### src/verilog/bus_mgmt_csr_pkg.sv
// Shared constants and types for the bus-management compare-swap register group
package bus_mgmt_csr_pkg;

    // Register byte offsets on the APB
    localparam logic [7:0] SWAP_DATA_OFFSET = 8'h0C;
    localparam logic [7:0] SWAP_COMPARE_OFFSET = 8'h10;
    localparam logic [7:0] SWAP_CONTROL_OFFSET = 8'h14;
    localparam logic [7:0] IRQ_STATUS_OFFSET = 8'h40;
    localparam logic [7:0] IRQ_MASK_OFFSET = 8'h44;
    localparam logic [7:0] SWAP_STATE_OFFSET = 8'h48;

    localparam int ADDR_W = 8;
    localparam int DATA_W = 32;

    // Control register layout
    localparam int DONE_BIT = 31;
    localparam int SEL_LSB = 0;
    localparam int SEL_W = 2;
    localparam logic [31:0] CONTROL_RESET = 32'h8000_0000;

    // Interrupt status and mask layout
    localparam int IRQ_W = 2;
    localparam int IRQ_DONE_BIT = 0;
    localparam int IRQ_MISS_BIT = 1;
    localparam logic [1:0] IRQ_RESET = 2'h0;

    // Engine state register layout
    localparam int STATE_BUSY_BIT = 0;
    localparam int STATE_MATCH_BIT = 1;

    // Data and compare registers come up cleared
    localparam logic [31:0] SWAP_WORD_RESET = 32'h0000_0000;

    // Power-on contents of the four resources
    localparam logic [31:0] BUS_MANAGER_ID_RESET = 32'h0000_003F;
    localparam logic [31:0] BANDWIDTH_RESET = 32'h0000_1333;
    localparam logic [31:0] CHANNELS_HI_RESET = 32'hFFFF_FFFF;
    localparam logic [31:0] CHANNELS_LO_RESET = 32'hFFFF_FFFF;

    localparam int RESOURCE_COUNT = 4;

    typedef enum logic [1:0] {
        BUS_MANAGER_ID = 2'h0,
        BANDWIDTH_AVAILABLE = 2'h1,
        CHANNELS_AVAILABLE_HI = 2'h2,
        CHANNELS_AVAILABLE_LO = 2'h3
    } resource_type;

    typedef enum logic [2:0] {
        SWAP_IDLE = 3'h1,
        SWAP_FETCH = 3'h2,
        SWAP_FINISH = 3'h4
    } swap_state_type;

endpackage

### src/verilog/bus_mgmt_swap_compare_value_swap.sv
// APB register group giving software compare-swap access to bus-management resources
//
// Overview of operation
// - Software reaches the resources only by compare-swap via these three registers.
// - Swap data word at 0Ch is stored into the resource only on a match.
// - Compare word at 10h is checked against the selected resource's contents.
// - Control bit 31 at 14h is set when a compare-swap has finished.
// - A write to the control register clears the completion flag unless a swap completes in that cycle.
// - Control bits 1-0 select bus manager, bandwidth, channels high, channels low.
// - Control bits 30-2 are reserved and always read as zero.
`timescale 1ns/1ps
`default_nettype none

module bus_mgmt_swap_compare_value_swap (
    input wire logic mclk,
    input wire logic nrst,
    input wire logic psel,
    input wire logic penable,
    input wire logic pwrite,
    input wire logic [bus_mgmt_csr_pkg::ADDR_W-1:0] paddr,
    input wire logic [bus_mgmt_csr_pkg::DATA_W-1:0] pwdata,
    output logic [bus_mgmt_csr_pkg::DATA_W-1:0] prdata,
    output logic pready,
    output logic pslverr,
    output logic irq
);
    import bus_mgmt_csr_pkg::*;

    // Bus phase qualifiers
    logic setupPhase;
    logic accessPhase;
    logic writeAccess;

    // Per-register write strobes
    logic wrData;
    logic wrCompare;
    logic wrControl;
    logic wrIrqStatus;
    logic wrIrqMask;

    // Software-visible state
    logic [31:0] swapData_q, swapData_d;
    logic [31:0] swapCompare_q, swapCompare_d;
    logic swapCompleteFlag_q, swapCompleteFlag_d;
    resource_type resourceSelect_q, resourceSelect_d;
    logic [IRQ_W-1:0] irqStatus_q, irqStatus_d;
    logic [IRQ_W-1:0] irqMask_q, irqMask_d;
    logic [31:0] prdata_q, prdata_d;

    // Engine and resource wiring
    logic engineStart;
    logic engineBusy;
    logic engineDone;
    logic engineMatched;
    logic [31:0] engineOld;
    resource_type bankSel;
    logic [31:0] bankRdData;
    logic bankWrEn;
    logic [31:0] bankWrData;
    logic [IRQ_W-1:0] irqEvents;
    resource_type writeSel;

    function automatic logic addrMapped(input logic [ADDR_W-1:0] addr);
        logic hit;
        hit = 1'b0;
        unique case (addr)
            SWAP_DATA_OFFSET,
            SWAP_COMPARE_OFFSET,
            SWAP_CONTROL_OFFSET,
            IRQ_STATUS_OFFSET,
            IRQ_MASK_OFFSET,
            SWAP_STATE_OFFSET: hit = 1'b1;
            default: hit = 1'b0;
        endcase
        return hit;
    endfunction

    function automatic logic [31:0] controlWord(input logic done, input resource_type sel);
        logic [31:0] word;
        word = 32'h0000_0000;
        word[DONE_BIT] = done;
        word[SEL_LSB +: SEL_W] = sel;
        return word;
    endfunction

    // APB handshake: zero wait states, error on unmapped offsets
    assign setupPhase = psel && !penable;
    assign accessPhase = psel && penable;
    assign writeAccess = accessPhase && pwrite;
    assign pready = 1'b1;
    assign pslverr = accessPhase && !addrMapped(paddr);
    assign prdata = prdata_q;

    // Strobes fire in the access phase, the only edge at which a write lands
    assign wrData = writeAccess && (paddr == SWAP_DATA_OFFSET);
    assign wrCompare = writeAccess && (paddr == SWAP_COMPARE_OFFSET);
    assign wrControl = writeAccess && (paddr == SWAP_CONTROL_OFFSET);
    assign wrIrqStatus = writeAccess && (paddr == IRQ_STATUS_OFFSET);
    assign wrIrqMask = writeAccess && (paddr == IRQ_MASK_OFFSET);

    // A start during a running swap is dropped to keep each swap atomic
    assign engineStart = wrControl && !engineBusy;

    // Select field as written; feeds both the engine and the readback copy
    assign writeSel = resource_type'(pwdata[SEL_LSB +: SEL_W]);

    compare_swap_engine u_compare_swap_engine (
        .mclk(mclk),
        .nrst(nrst),
        .start(engineStart),
        .selIn(writeSel),
        .compareIn(swapCompare_q),
        .swapIn(swapData_q),
        .resSel(bankSel),
        .resRdData(bankRdData),
        .resWrEn(bankWrEn),
        .resWrData(bankWrData),
        .busy(engineBusy),
        .donePulse(engineDone),
        .matched(engineMatched),
        .oldValue(engineOld)
    );

    // Resources have no other host path than the engine
    csr_resource_bank u_csr_resource_bank (
        .mclk(mclk),
        .nrst(nrst),
        .sel(bankSel),
        .rdData(bankRdData),
        .wrEn(bankWrEn),
        .wrData(bankWrData)
    );

    // Swap data word
    always_comb begin
        swapData_d = swapData_q;
        if (wrData) begin
            swapData_d = pwdata;
        end
        if (engineDone) begin
            // Returns the prior resource value so software can judge the outcome
            // Engine result beats a host write landing in the same cycle
            swapData_d = engineOld;
        end
    end

    always_ff @(posedge mclk) begin
        if (!nrst) begin
            swapData_q <= SWAP_WORD_RESET;
        end else begin
            swapData_q <= swapData_d;
        end
    end

    // Compare word, never touched by the engine
    always_comb begin
        swapCompare_d = swapCompare_q;
        if (wrCompare) begin
            swapCompare_d = pwdata;
        end
    end

    always_ff @(posedge mclk) begin
        if (!nrst) begin
            swapCompare_q <= SWAP_WORD_RESET;
        end else begin
            swapCompare_q <= swapCompare_d;
        end
    end

    // Control register: completion flag
    always_comb begin
        swapCompleteFlag_d = swapCompleteFlag_q;
        if (wrControl) begin
            swapCompleteFlag_d = 1'b0;
        end
        // Completion wins over a clearing write in the same cycle
        if (engineDone) begin
            swapCompleteFlag_d = 1'b1;
        end
    end

    always_ff @(posedge mclk) begin
        if (!nrst) begin
            swapCompleteFlag_q <= CONTROL_RESET[DONE_BIT];
        end else begin
            swapCompleteFlag_q <= swapCompleteFlag_d;
        end
    end

    // Control register: resource select, kept while a swap runs so it shows the live target
    always_comb begin
        resourceSelect_d = resourceSelect_q;
        if (engineStart) begin
            resourceSelect_d = writeSel;
        end
    end

    always_ff @(posedge mclk) begin
        if (!nrst) begin
            resourceSelect_q <= resource_type'(CONTROL_RESET[SEL_LSB +: SEL_W]);
        end else begin
            resourceSelect_q <= resourceSelect_d;
        end
    end

    // Interrupt status, mask and output
    always_comb begin
        irqEvents = '0;
        irqEvents[IRQ_DONE_BIT] = engineDone;
        irqEvents[IRQ_MISS_BIT] = engineDone && !engineMatched;
        irqStatus_d = irqStatus_q;
        if (wrIrqStatus) begin
            irqStatus_d = irqStatus_q & ~pwdata[IRQ_W-1:0];
        end
        // Event set applied last so it beats a write-one-to-clear
        irqStatus_d = irqStatus_d | irqEvents;
    end

    always_ff @(posedge mclk) begin
        if (!nrst) begin
            irqStatus_q <= IRQ_RESET;
        end else begin
            irqStatus_q <= irqStatus_d;
        end
    end

    // Interrupt mask, plain read-write
    always_comb begin
        irqMask_d = irqMask_q;
        if (wrIrqMask) begin
            irqMask_d = pwdata[IRQ_W-1:0];
        end
    end

    always_ff @(posedge mclk) begin
        if (!nrst) begin
            irqMask_q <= IRQ_RESET;
        end else begin
            irqMask_q <= irqMask_d;
        end
    end

    assign irq = |(irqStatus_q & irqMask_q);

    // Read data captured in the setup phase, presented in the access phase
    always_comb begin
        prdata_d = prdata_q;
        if (setupPhase && !pwrite) begin
            prdata_d = 32'h0000_0000;
            unique case (paddr)
                SWAP_DATA_OFFSET: prdata_d = swapData_q;
                SWAP_COMPARE_OFFSET: prdata_d = swapCompare_q;
                SWAP_CONTROL_OFFSET: prdata_d = controlWord(swapCompleteFlag_q, resourceSelect_q);
                IRQ_STATUS_OFFSET: prdata_d[IRQ_W-1:0] = irqStatus_q;
                IRQ_MASK_OFFSET: prdata_d[IRQ_W-1:0] = irqMask_q;
                SWAP_STATE_OFFSET: begin
                    prdata_d[STATE_BUSY_BIT] = engineBusy;
                    prdata_d[STATE_MATCH_BIT] = engineMatched;
                end
                default: prdata_d = 32'h0000_0000;
            endcase
        end
    end

    always_ff @(posedge mclk) begin
        if (!nrst) begin
            prdata_q <= 32'h0000_0000;
        end else begin
            prdata_q <= prdata_d;
        end
    end

endmodule
`default_nettype wire

### src/verilog/csr_resource_bank.sv
// Storage for the four bus-management resources
`timescale 1ns/1ps
`default_nettype none

module csr_resource_bank (
    input wire logic mclk,
    input wire logic nrst,
    input wire bus_mgmt_csr_pkg::resource_type sel,
    output logic [31:0] rdData,
    input wire logic wrEn,
    input wire logic [31:0] wrData
);
    import bus_mgmt_csr_pkg::*;

    logic [31:0] resource_q [RESOURCE_COUNT];
    logic [31:0] resource_d [RESOURCE_COUNT];

    function automatic logic [31:0] resetValue(input int idx);
        logic [31:0] val;
        unique case (idx)
            0: val = BUS_MANAGER_ID_RESET;
            1: val = BANDWIDTH_RESET;
            2: val = CHANNELS_HI_RESET;
            default: val = CHANNELS_LO_RESET;
        endcase
        return val;
    endfunction

    assign rdData = resource_q[sel];

    always_comb begin
        for (int i = 0; i < RESOURCE_COUNT; i++) begin
            resource_d[i] = resource_q[i];
        end
        if (wrEn) begin
            resource_d[sel] = wrData;
        end
    end

    always_ff @(posedge mclk) begin
        for (int i = 0; i < RESOURCE_COUNT; i++) begin
            if (!nrst) begin
                resource_q[i] <= resetValue(i);
            end else begin
                resource_q[i] <= resource_d[i];
            end
        end
    end

endmodule
`default_nettype wire

### src/verilog/compare_swap_engine.sv
// Sequencer for one atomic compare-swap on a selected resource
`timescale 1ns/1ps
`default_nettype none

module compare_swap_engine (
    input wire logic mclk,
    input wire logic nrst,
    input wire logic start,
    input wire bus_mgmt_csr_pkg::resource_type selIn,
    input wire logic [31:0] compareIn,
    input wire logic [31:0] swapIn,
    output bus_mgmt_csr_pkg::resource_type resSel,
    input wire logic [31:0] resRdData,
    output logic resWrEn,
    output logic [31:0] resWrData,
    output logic busy,
    output logic donePulse,
    output logic matched,
    output logic [31:0] oldValue
);
    import bus_mgmt_csr_pkg::*;

    swap_state_type state_q, state_d;
    resource_type sel_q, sel_d;
    logic [31:0] compare_q, compare_d;
    logic [31:0] swap_q, swap_d;
    logic [31:0] old_q, old_d;
    logic match_q, match_d;

    assign resSel = sel_q;
    assign busy = (state_q != SWAP_IDLE);
    assign donePulse = (state_q == SWAP_FINISH);
    assign matched = match_q;
    assign oldValue = old_q;
    assign resWrData = swap_q;
    // Read, compare and write land in one cycle, so nothing can slip between
    assign resWrEn = (state_q == SWAP_FETCH) && (resRdData == compare_q);

    always_comb begin
        state_d = state_q;
        sel_d = sel_q;
        compare_d = compare_q;
        swap_d = swap_q;
        old_d = old_q;
        match_d = match_q;
        unique case (state_q)
            SWAP_IDLE: begin
                if (start) begin
                    // Operands frozen here; later register writes do not disturb the swap
                    sel_d = selIn;
                    compare_d = compareIn;
                    swap_d = swapIn;
                    state_d = SWAP_FETCH;
                end
            end
            SWAP_FETCH: begin
                old_d = resRdData;
                match_d = (resRdData == compare_q);
                state_d = SWAP_FINISH;
            end
            SWAP_FINISH: begin
                state_d = SWAP_IDLE;
            end
            default: begin
                state_d = SWAP_IDLE;
            end
        endcase
    end

    always_ff @(posedge mclk) begin
        if (!nrst) begin
            state_q <= SWAP_IDLE;
            sel_q <= BUS_MANAGER_ID;
            compare_q <= SWAP_WORD_RESET;
            swap_q <= SWAP_WORD_RESET;
            old_q <= SWAP_WORD_RESET;
            match_q <= 1'b0;
        end else begin
            state_q <= state_d;
            sel_q <= sel_d;
            compare_q <= compare_d;
            swap_q <= swap_d;
            old_q <= old_d;
            match_q <= match_d;
        end
    end

endmodule
`default_nettype wire

### config.mk
export PLATFORM = sky130hd
export DESIGN_NAME = bus_mgmt_swap_compare_value_swap
export DESIGN_NICKNAME = d
export VERILOG_FILES = /design/src/verilog/bus_mgmt_csr_pkg.sv /design/src/verilog/bus_mgmt_swap_compare_value_swap.sv /design/src/verilog/csr_resource_bank.sv /design/src/verilog/compare_swap_engine.sv
export SDC_FILE = /design/constraint.sdc
export NUM_CORES = 1
export LEC_CHECK = 0
export ABC_AREA = 1
export BUFFER_PORTS_ARGS = -buffer_cell sky130_fd_sc_hd__buf_2
export CAP_MARGIN = 15
export CELL_PAD_IN_SITES_DETAIL_PLACEMENT = 1
export CELL_PAD_IN_SITES_GLOBAL_PLACEMENT = 2
export CORE_MARGIN = 2
export CORE_UTILIZATION = 32
export CTS_CLUSTER_SIZE = 25
export DETAILED_ROUTE_END_ITERATION = 12
export PLACE_DENSITY = 0.85
export SETUP_SLACK_MARGIN = 0.3
export SKIP_LAST_GASP = 1
export SLEW_MARGIN = 20
export SYNTH_ARGS = -nofsm -noshare
export SYNTH_HDL_FRONTEND = slang
export SYNTH_SLANG_ARGS = --single-unit
export TNS_END_PERCENT = 30
### constraint.sdc
create_clock -name mclk -period 2.1 [get_ports mclk]
set_input_delay 0.315 -clock mclk [delete_from_list [all_inputs] [get_ports mclk]]
set_output_delay 0.315 -clock mclk [all_outputs]
set_load 0.1 [all_outputs]
# [After elaboration in Yosys (flattened, before gate mapping)]
# Memories as Yosys holds them, arrays and structs flattened. A register that Yosys moved wholly into a read port is not among the register bits.
# Cells that the tools add are included.
[totals] mem_count=1 reg_bits=205 ramBits=128 in_bits=45 word_cells=85
[memory_table] memory="u_csr_resource_bank.resource_q" depth=4 width=32 read_ports=5 rd_ports_with_merged_regs=1 wr=4 line="csr_resource_bank.sv:15" source="logic [31:0] resource_q [RESOURCE_COUNT];"
[classes] n_bitwise=10 mux=23 n_reduce_logical=24 eq_ne=12 order_cmp=2
[op_table] cell="two-way mux 32 bit" n=10
[op_table] cell="bitwise mux 128 bit" n=1
[op_table] cell="two-way mux 128 bit" n=1
[op_table] cell="one-hot mux 30 bit (3 select lines)" n=1
[op_table] cell="demux 32 bit (select 2 bit)" n=1
[op_table] cell="equality test 32 bit" n=1
[op_table] cell="equality test 8 x 7 -> 1 bit (second input constant)" n=3
[op_table] cell="equality test 8 x 5 -> 1 bit (second input constant)" n=2
[op_table] cell="logical AND 1 bit" n=14
[op_table] cell="one-hot mux 2 bit (6 select lines)" n=1
[op_table] cell="equality test 8 x 4 -> 1 bit (second input constant)" n=1
[op_table] cell="two-way mux 2 bit" n=3
[op_table] cell="one-hot mux 3 bit (2 select lines)" n=1
[op_table] cell="OR reduction 6 bit" n=1
[op_table] cell="zero test 1 bit" n=5
[op_table] cell="AND 2 bit" n=2
[op_table] cell="OR 1 bit" n=4
[op_table] cell="OR reduction 2 bit" n=2
[op_table] cell="equality test 3 x 1 -> 1 bit (second input constant)" n=1
[op_table] cell="equality test 3 x 2 -> 1 bit (second input constant)" n=1
[op_table] cell="equality test 3 bit (second input constant)" n=1
[op_table] cell=">= comparator 3 bit (second input constant)" n=1
[op_table] cell="< comparator 3 x 1 -> 1 bit (second input constant)" n=1
[op_table] cell="two-way mux 1 bit" n=3
[op_table] cell="other kinds (9)" n=9

# [Logic depth before layout (Yosys ltp)]
[depth] depth_word=8 depth_mapped=18 mapped_depth_nobuf=15

# [Cells and area by module]
# Synthesis repeated with hierarchy kept, for this count alone.
[unflattened] hier_cells=2138 area_unflattened_um2=14893.0
[modules_own_cells] mod="csr_resource_bank" area_each_um2=5968.2 seq_area_each_um2=2562.5 instances=1 cells_each=916
[modules_own_cells] mod="bus_mgmt_swap_compare_value_swap" area_each_um2=4819.6 seq_area_each_um2=2062.0 instances=1 cells_each=670
[modules_own_cells] mod="compare_swap_engine" area_each_um2=4105.2 seq_area_each_um2=2042.0 instances=1 cells_each=552

# [Least setup slack after synthesis]
# Ideal clock, no wire load.
[synth_timing] path_kind="in2out" from="input port paddr[1] in the netlist's numbering" to="output port pslverr" path_slack_ps=-1793 arrival_time_ps=3578 path_stages=6 cell_sequence="nor2_1 -> inv_1 -> nor3_2 -> nand2_1 -> inv_1 -> nor4_1"
[synth_via] elab_chain_cells=5 word_cells_on_any_way=10
[synth_rtl] element="start, declared" line="bus_mgmt_swap_compare_value_swap.sv:20" source="input wire logic [bus_mgmt_csr_pkg::ADDR_W-1:0] paddr,"
[synth_rtl] element="equality test 8 x 4 -> 1 bit, or another cell as far along" line="bus_mgmt_swap_compare_value_swap.sv:66" source="unique case (addr)"
[synth_rtl] element="OR reduction 6 bit *" line="bus_mgmt_swap_compare_value_swap.sv:66"
[synth_rtl] element="two-way mux 1 bit *" line="bus_mgmt_swap_compare_value_swap.sv:66"
[synth_rtl] element="zero test 1 bit *" line="bus_mgmt_swap_compare_value_swap.sv:91" source="assign pslverr = accessPhase && !addrMapped(paddr);"
[synth_rtl] element="logical AND 1 bit *" line="bus_mgmt_swap_compare_value_swap.sv:91"
[synth_rtl] element="end, declared" line="bus_mgmt_swap_compare_value_swap.sv:24" source="output logic pslverr,"
# Mark *: on every way between the ends. The rest lies on a longest branch, timed or not.

==> flow_results.xml <==
<?xml version="1.0" encoding="UTF-8"?>
<metrics>
  <group name="status">
    <metric name="status" unit="">finished with violations</metric>
    <metric name="violations_in_the_final_reports" unit="">setup timing</metric>
  </group>
  <group name="die">
    <metric name="ioPinCount" unit="">80</metric>
    <metric name="die_x" unit="µm">219</metric>
    <metric name="die_height" unit="µm">219</metric>
    <metric name="floorplan.rows" unit="">78</metric>
    <metric name="floorplan.initialDensity" unit="%">32.4</metric>
    <metric name="die-area" unit="µm²">47800</metric>
    <metric name="design.core.area" unit="µm²">45500</metric>
  </group>
  <group name="logic_synthesis">
    <metric name="synth_async_sr_flop_share" unit="%">0</metric>
    <metric name="synth.lib_cells_used.distinct" unit="">31</metric>
    <metric name="yosys_register_bits" unit="">335</metric>
    <metric name="syn_area_per_cell" unit="µm²">7.08</metric>
    <metric name="number_of_cells_produced_by_synthesis" unit="">2085</metric>
    <metric name="syn_nets" unit="">2130</metric>
    <metric name="total_standard_cell_area_after_synthesis" unit="µm²">14800</metric>
    <metric name="synth_edf_count" unit="">0</metric>
    <metric name="yosysWarningCount" unit="">0</metric>
    <metric name="postSynth.topFlopCell" unit="">sky130_fd_sc_hd__dfxtp_1</metric>
    <metric name="synth_seq_area_share" unit="%">45.5</metric>
  </group>
  <group name="detailed_routing">
    <metric name="firstDrtPassIters" unit="">5</metric>
    <metric name="total_via_count_after_detailed_routing" unit="">15400</metric>
    <metric name="drt_iter0_drc" unit="">1254</metric>
    <metric name="post-route-drc-count" unit="">0</metric>
    <metric name="finalWirelength" unit="mm">57.7</metric>
    <metric name="drtAntennaViolNets" unit="">0</metric>
    <metric name="drt-wirelength-per-cell" unit="µm">20.1</metric>
    <metric name="post_drt_via_cell_ratio" unit="">5.35</metric>
  </group>
  <group name="setup_path">
    <metric name="cp_common_cell" unit="">sky130_fd_sc_hd__nand2_2</metric>
    <metric name="critPathMaxFanout" unit="">13</metric>
    <metric name="cp.buffers_inverters" unit="">6</metric>
    <metric name="worst_path_dominant_cell_family" unit="">simple AND/OR/NAND/NOR gates</metric>
    <metric name="critPathMaxStageDelay" unit="ps">480</metric>
    <metric name="startpoint_type" unit="">register</metric>
    <metric name="worstSetupEndpointType" unit="">register</metric>
    <metric name="cp.arrival" unit="ps">2980</metric>
    <metric name="worstPathRequired" unit="ps">2510</metric>
    <metric name="crit_chain" unit="">clkinv_8 &gt; buf_12 &gt; clkbuf_16 &gt; nand2_2 &gt; nand3_2 &gt; nand3b_1 &gt; nand2_1 &gt; nor2_2 &gt; nand2_2 &gt; nor2_4 &gt; nand2_2 &gt; nor2_4 &gt; buf_12 &gt; buf_4 &gt; nand3_4 &gt; buf_6 &gt; nand2_1 &gt; nand3_1</metric>
    <metric name="setup.worst_path.class" unit="">register to register</metric>
    <metric name="slowest_stage" unit="">sky130_fd_sc_hd__dfxtp_4</metric>
  </group>
  <group name="timing">
    <metric name="unrepaired_setup_endpoints_after_global_routing" unit="">true</metric>
    <metric name="max_clock_freq" unit="MHz">388</metric>
    <metric name="timing.final.ws_setup" unit="ps">-479</metric>
    <metric name="fin_crit_sh" unit="%">123</metric>
    <metric name="hold_viol" unit="">0</metric>
    <metric name="timing.final.crit_period" unit="ps">2580</metric>
    <metric name="clock-skew-final" unit="ps">17.1</metric>
    <metric name="setup_viol" unit="">129</metric>
    <metric name="final_max_slew_viol_count" unit="">0</metric>
    <metric name="setup_tns" unit="ps">-54300</metric>
    <metric name="finalHoldWorstSlack" unit="ps">25.3</metric>
    <metric name="slew-limit-headroom" unit="%">34.9</metric>
    <metric name="tightest_slew" unit="ps">975</metric>
  </group>
  <group name="place">
    <metric name="rd_place_congestion" unit="">0.834</metric>
    <metric name="place.detailed.hpwl" unit="mm">36.9</metric>
    <metric name="buffer_ports.inserted" unit="">78</metric>
  </group>
  <group name="grt">
    <metric name="grt_use_total" unit="%">22.7</metric>
    <metric name="globalRoute.totalOverflow" unit="">0</metric>
    <metric name="first_global_vias" unit="">15400</metric>
    <metric name="antenna_found_initial" unit="">0</metric>
    <metric name="grt_start_max_net_pins" unit="">64</metric>
    <metric name="grt_first_pass_wirelength" unit="mm">86.4</metric>
  </group>
  <group name="clock_tree">
    <metric name="htreeDepth" unit="">2</metric>
    <metric name="cts_buffers" unit="">37</metric>
    <metric name="clk_transition_reported_paths" unit="ps">70</metric>
    <metric name="cts.sinks" unit="">335</metric>
    <metric name="cts_tree" unit="">yes</metric>
    <metric name="clock_latency" unit="ps">540</metric>
    <metric name="ctsLongestPathBuffers" unit="">3</metric>
    <metric name="cell_at_the_root_of_the_clock_tree" unit="">sky130_fd_sc_hd__clkbuf_16</metric>
  </group>
  <group name="layout">
    <metric name="fillers" unit="">5647</metric>
    <metric name="multi_input_area" unit="µm²">7220</metric>
    <metric name="layout.cells.most_common" unit="">sky130_fd_sc_hd__nand2_1</metric>
    <metric name="area_delta_synth_final" unit="%">30.9</metric>
    <metric name="final_cell_mix" unit="">sky130_fd_sc_hd__nand2_1 (485), sky130_fd_sc_hd__dfxtp_1 (333), sky130_fd_sc_hd__inv_1 (174)</metric>
    <metric name="antennaDiodeCount" unit="">0</metric>
    <metric name="regArea" unit="µm²">6710</metric>
    <metric name="layout-drive-gt1-share" unit="%">20.6</metric>
    <metric name="finish.net_count" unit="">2287</metric>
  </group>
  <group name="power_and_ir_drop">
    <metric name="total_power" unit="mW">13.4</metric>
    <metric name="cellLeakagePower" unit="nW">8.38</metric>
    <metric name="power-per-cell-area" unit="nW/µm²">696</metric>
    <metric name="ir_drop" unit="µV">575</metric>
  </group>
  <group name="job">
    <metric name="drv_cap" unit="">0</metric>
  </group>
  <group name="hold_path">
    <metric name="hold_class" unit="">primary input to register</metric>
  </group>
</metrics>
-- per-layer routing --
| metal | global-route usage (%) | part of all wire [%] | up-vias |
|---|---|---|---|
| met4 | 5.11 | 2.4 | 0 |
| met5 | 0 | 0 | - |
| met2 | 38.2 | 47 | 390 |
| li1 | - | - | 7276 |
| met3 | 3.20 | 4.8 | 100 |
| met1 | 30.8 | 46 | 7591 |
-- cell type report --
class,count,share of cell area [%]
clock inverter,10,0.428
sequential,335,34.8
multi-input combinational,1401,37.4
tap,600,3.89
timing repair inverter,1,0.0842
timing repair buffer,285,14.0
clock buffer,55,5.83
inverter,181,3.62
-- worst min-delay path, stage by stage --
cell and delay [ps]:
sky130_fd_sc_hd__buf_2 90, sky130_fd_sc_hd__nor4_1 50, sky130_fd_sc_hd__nor2_1 70
-- kinds of logic after synthesis --
kind of cell | Yosys count | synth area share [%]
XOR/XNOR | 9 | 0.534
buffers and inverters | 349 | 9.60
other | 1 | 0.0254
AO/OA/AOI/OAI | 365 | 13.7
AND/OR/NAND/NOR | 1026 | 30.7
flip-flops | 335 | 45.5
-- path summary, 6_finish.rpt --
check,from,to,slack [ps],depth (start not counted)
min reg2reg,swapCompleteFlag_q,swapCompleteFlag_q,460,2
min,pwdata[31],swapCompare_q[31],30,3
max reg2reg,register,u_csr_resource_bank.resource_q[2][8],-480,18
max,register,u_csr_resource_bank.resource_q[2][8],-480,18
-- cells in the mapped netlist, types with 2 or more instances --
cell type | n | area share, %
sky130_fd_sc_hd__o21ai_0 | 167 | 5.7
sky130_fd_sc_hd__clkinv_1 | 2 | 0.051
sky130_fd_sc_hd__inv_1 | 177 | 4.5
sky130_fd_sc_hd__buf_1 | 7 | 0.18
sky130_fd_sc_hd__nand4_1 | 131 | 5.6
sky130_fd_sc_hd__clkbuf_1 | 104 | 2.6
sky130_fd_sc_hd__a21oi_1 | 123 | 4.2
sky130_fd_sc_hd__nor2_1 | 153 | 3.9
sky130_fd_sc_hd__xor2_1 | 9 | 0.53
sky130_fd_sc_hd__a211oi_1 | 2 | 0.10
sky130_fd_sc_hd__o22ai_1 | 2 | 0.085
sky130_fd_sc_hd__a31oi_1 | 33 | 1.4
sky130_fd_sc_hd__buf_2 | 47 | 1.6
sky130_fd_sc_hd__nor2_4 | 3 | 0.23
sky130_fd_sc_hd__nand3_1 | 166 | 5.6
sky130_fd_sc_hd__nand2_1 | 531 | 14
sky130_fd_sc_hd__dfxtp_1 | 335 | 45
sky130_fd_sc_hd__buf_6 | 2 | 0.15
sky130_fd_sc_hd__a32o_1 | 29 | 2.0
sky130_fd_sc_hd__buf_4 | 8 | 0.41
sky130_fd_sc_hd__nor4_1 | 33 | 1.4
sky130_fd_sc_hd__nor3_1 | 5 | 0.17
sky130_fd_sc_hd__o21ai_1 | 8 | 0.27
-- state kept, by name (all words and copies together), names as in the netlist, named ones only --
name,count
u_compare_swap_engine.state_q,3
prdata,32
u_compare_swap_engine.compare_q,32
u_csr_resource_bank.resource_q,128
swapData_q,32
u_compare_swap_engine.oldValue,32
irqStatus_q,2
u_compare_swap_engine.resSel,2
swapCompleteFlag_q,1
irqMask_q,2
u_compare_swap_engine.resWrData,32
resourceSelect_q,2
u_compare_swap_engine.matched,1
swapCompare_q,32
-- repair_timing --
item | CTS | global route
setup endpoints to repair | 138 | 184
cloned | 2 | 12
hold buffers | 2 | 0
resized for setup | 43 | 117
setup buffers | 6 | 14
endpoints found under the hold margin | 2 | 0
pin swaps | 2 | 40
-- power by group --
part	internal [mW]	leakage, nW	switching [mW]
clock network	3.84	0.604	2.77
logic	0.155	5.08	0.319
registers	6.35	2.70	0.00266
total	10.3	8.38	3.10
-- metrics by stage --
stage | util, % | std cells | setup slack, ps | instance area [µm²]
after floorplan | - | 2085 | -3.15 | 14900
after global placement | 37.2 | 2767 | -520 | 16900
after detailed placement | 37.2 | 2767 | -585 | 16900
after CTS | 40.5 | 2842 | -381 | 18400
after global routing | 42.5 | 2868 | -636 | 19300
final | 42.5 | 2868 | -479 | 19300
Note: power is estimated with default switching activity, not from simulation.
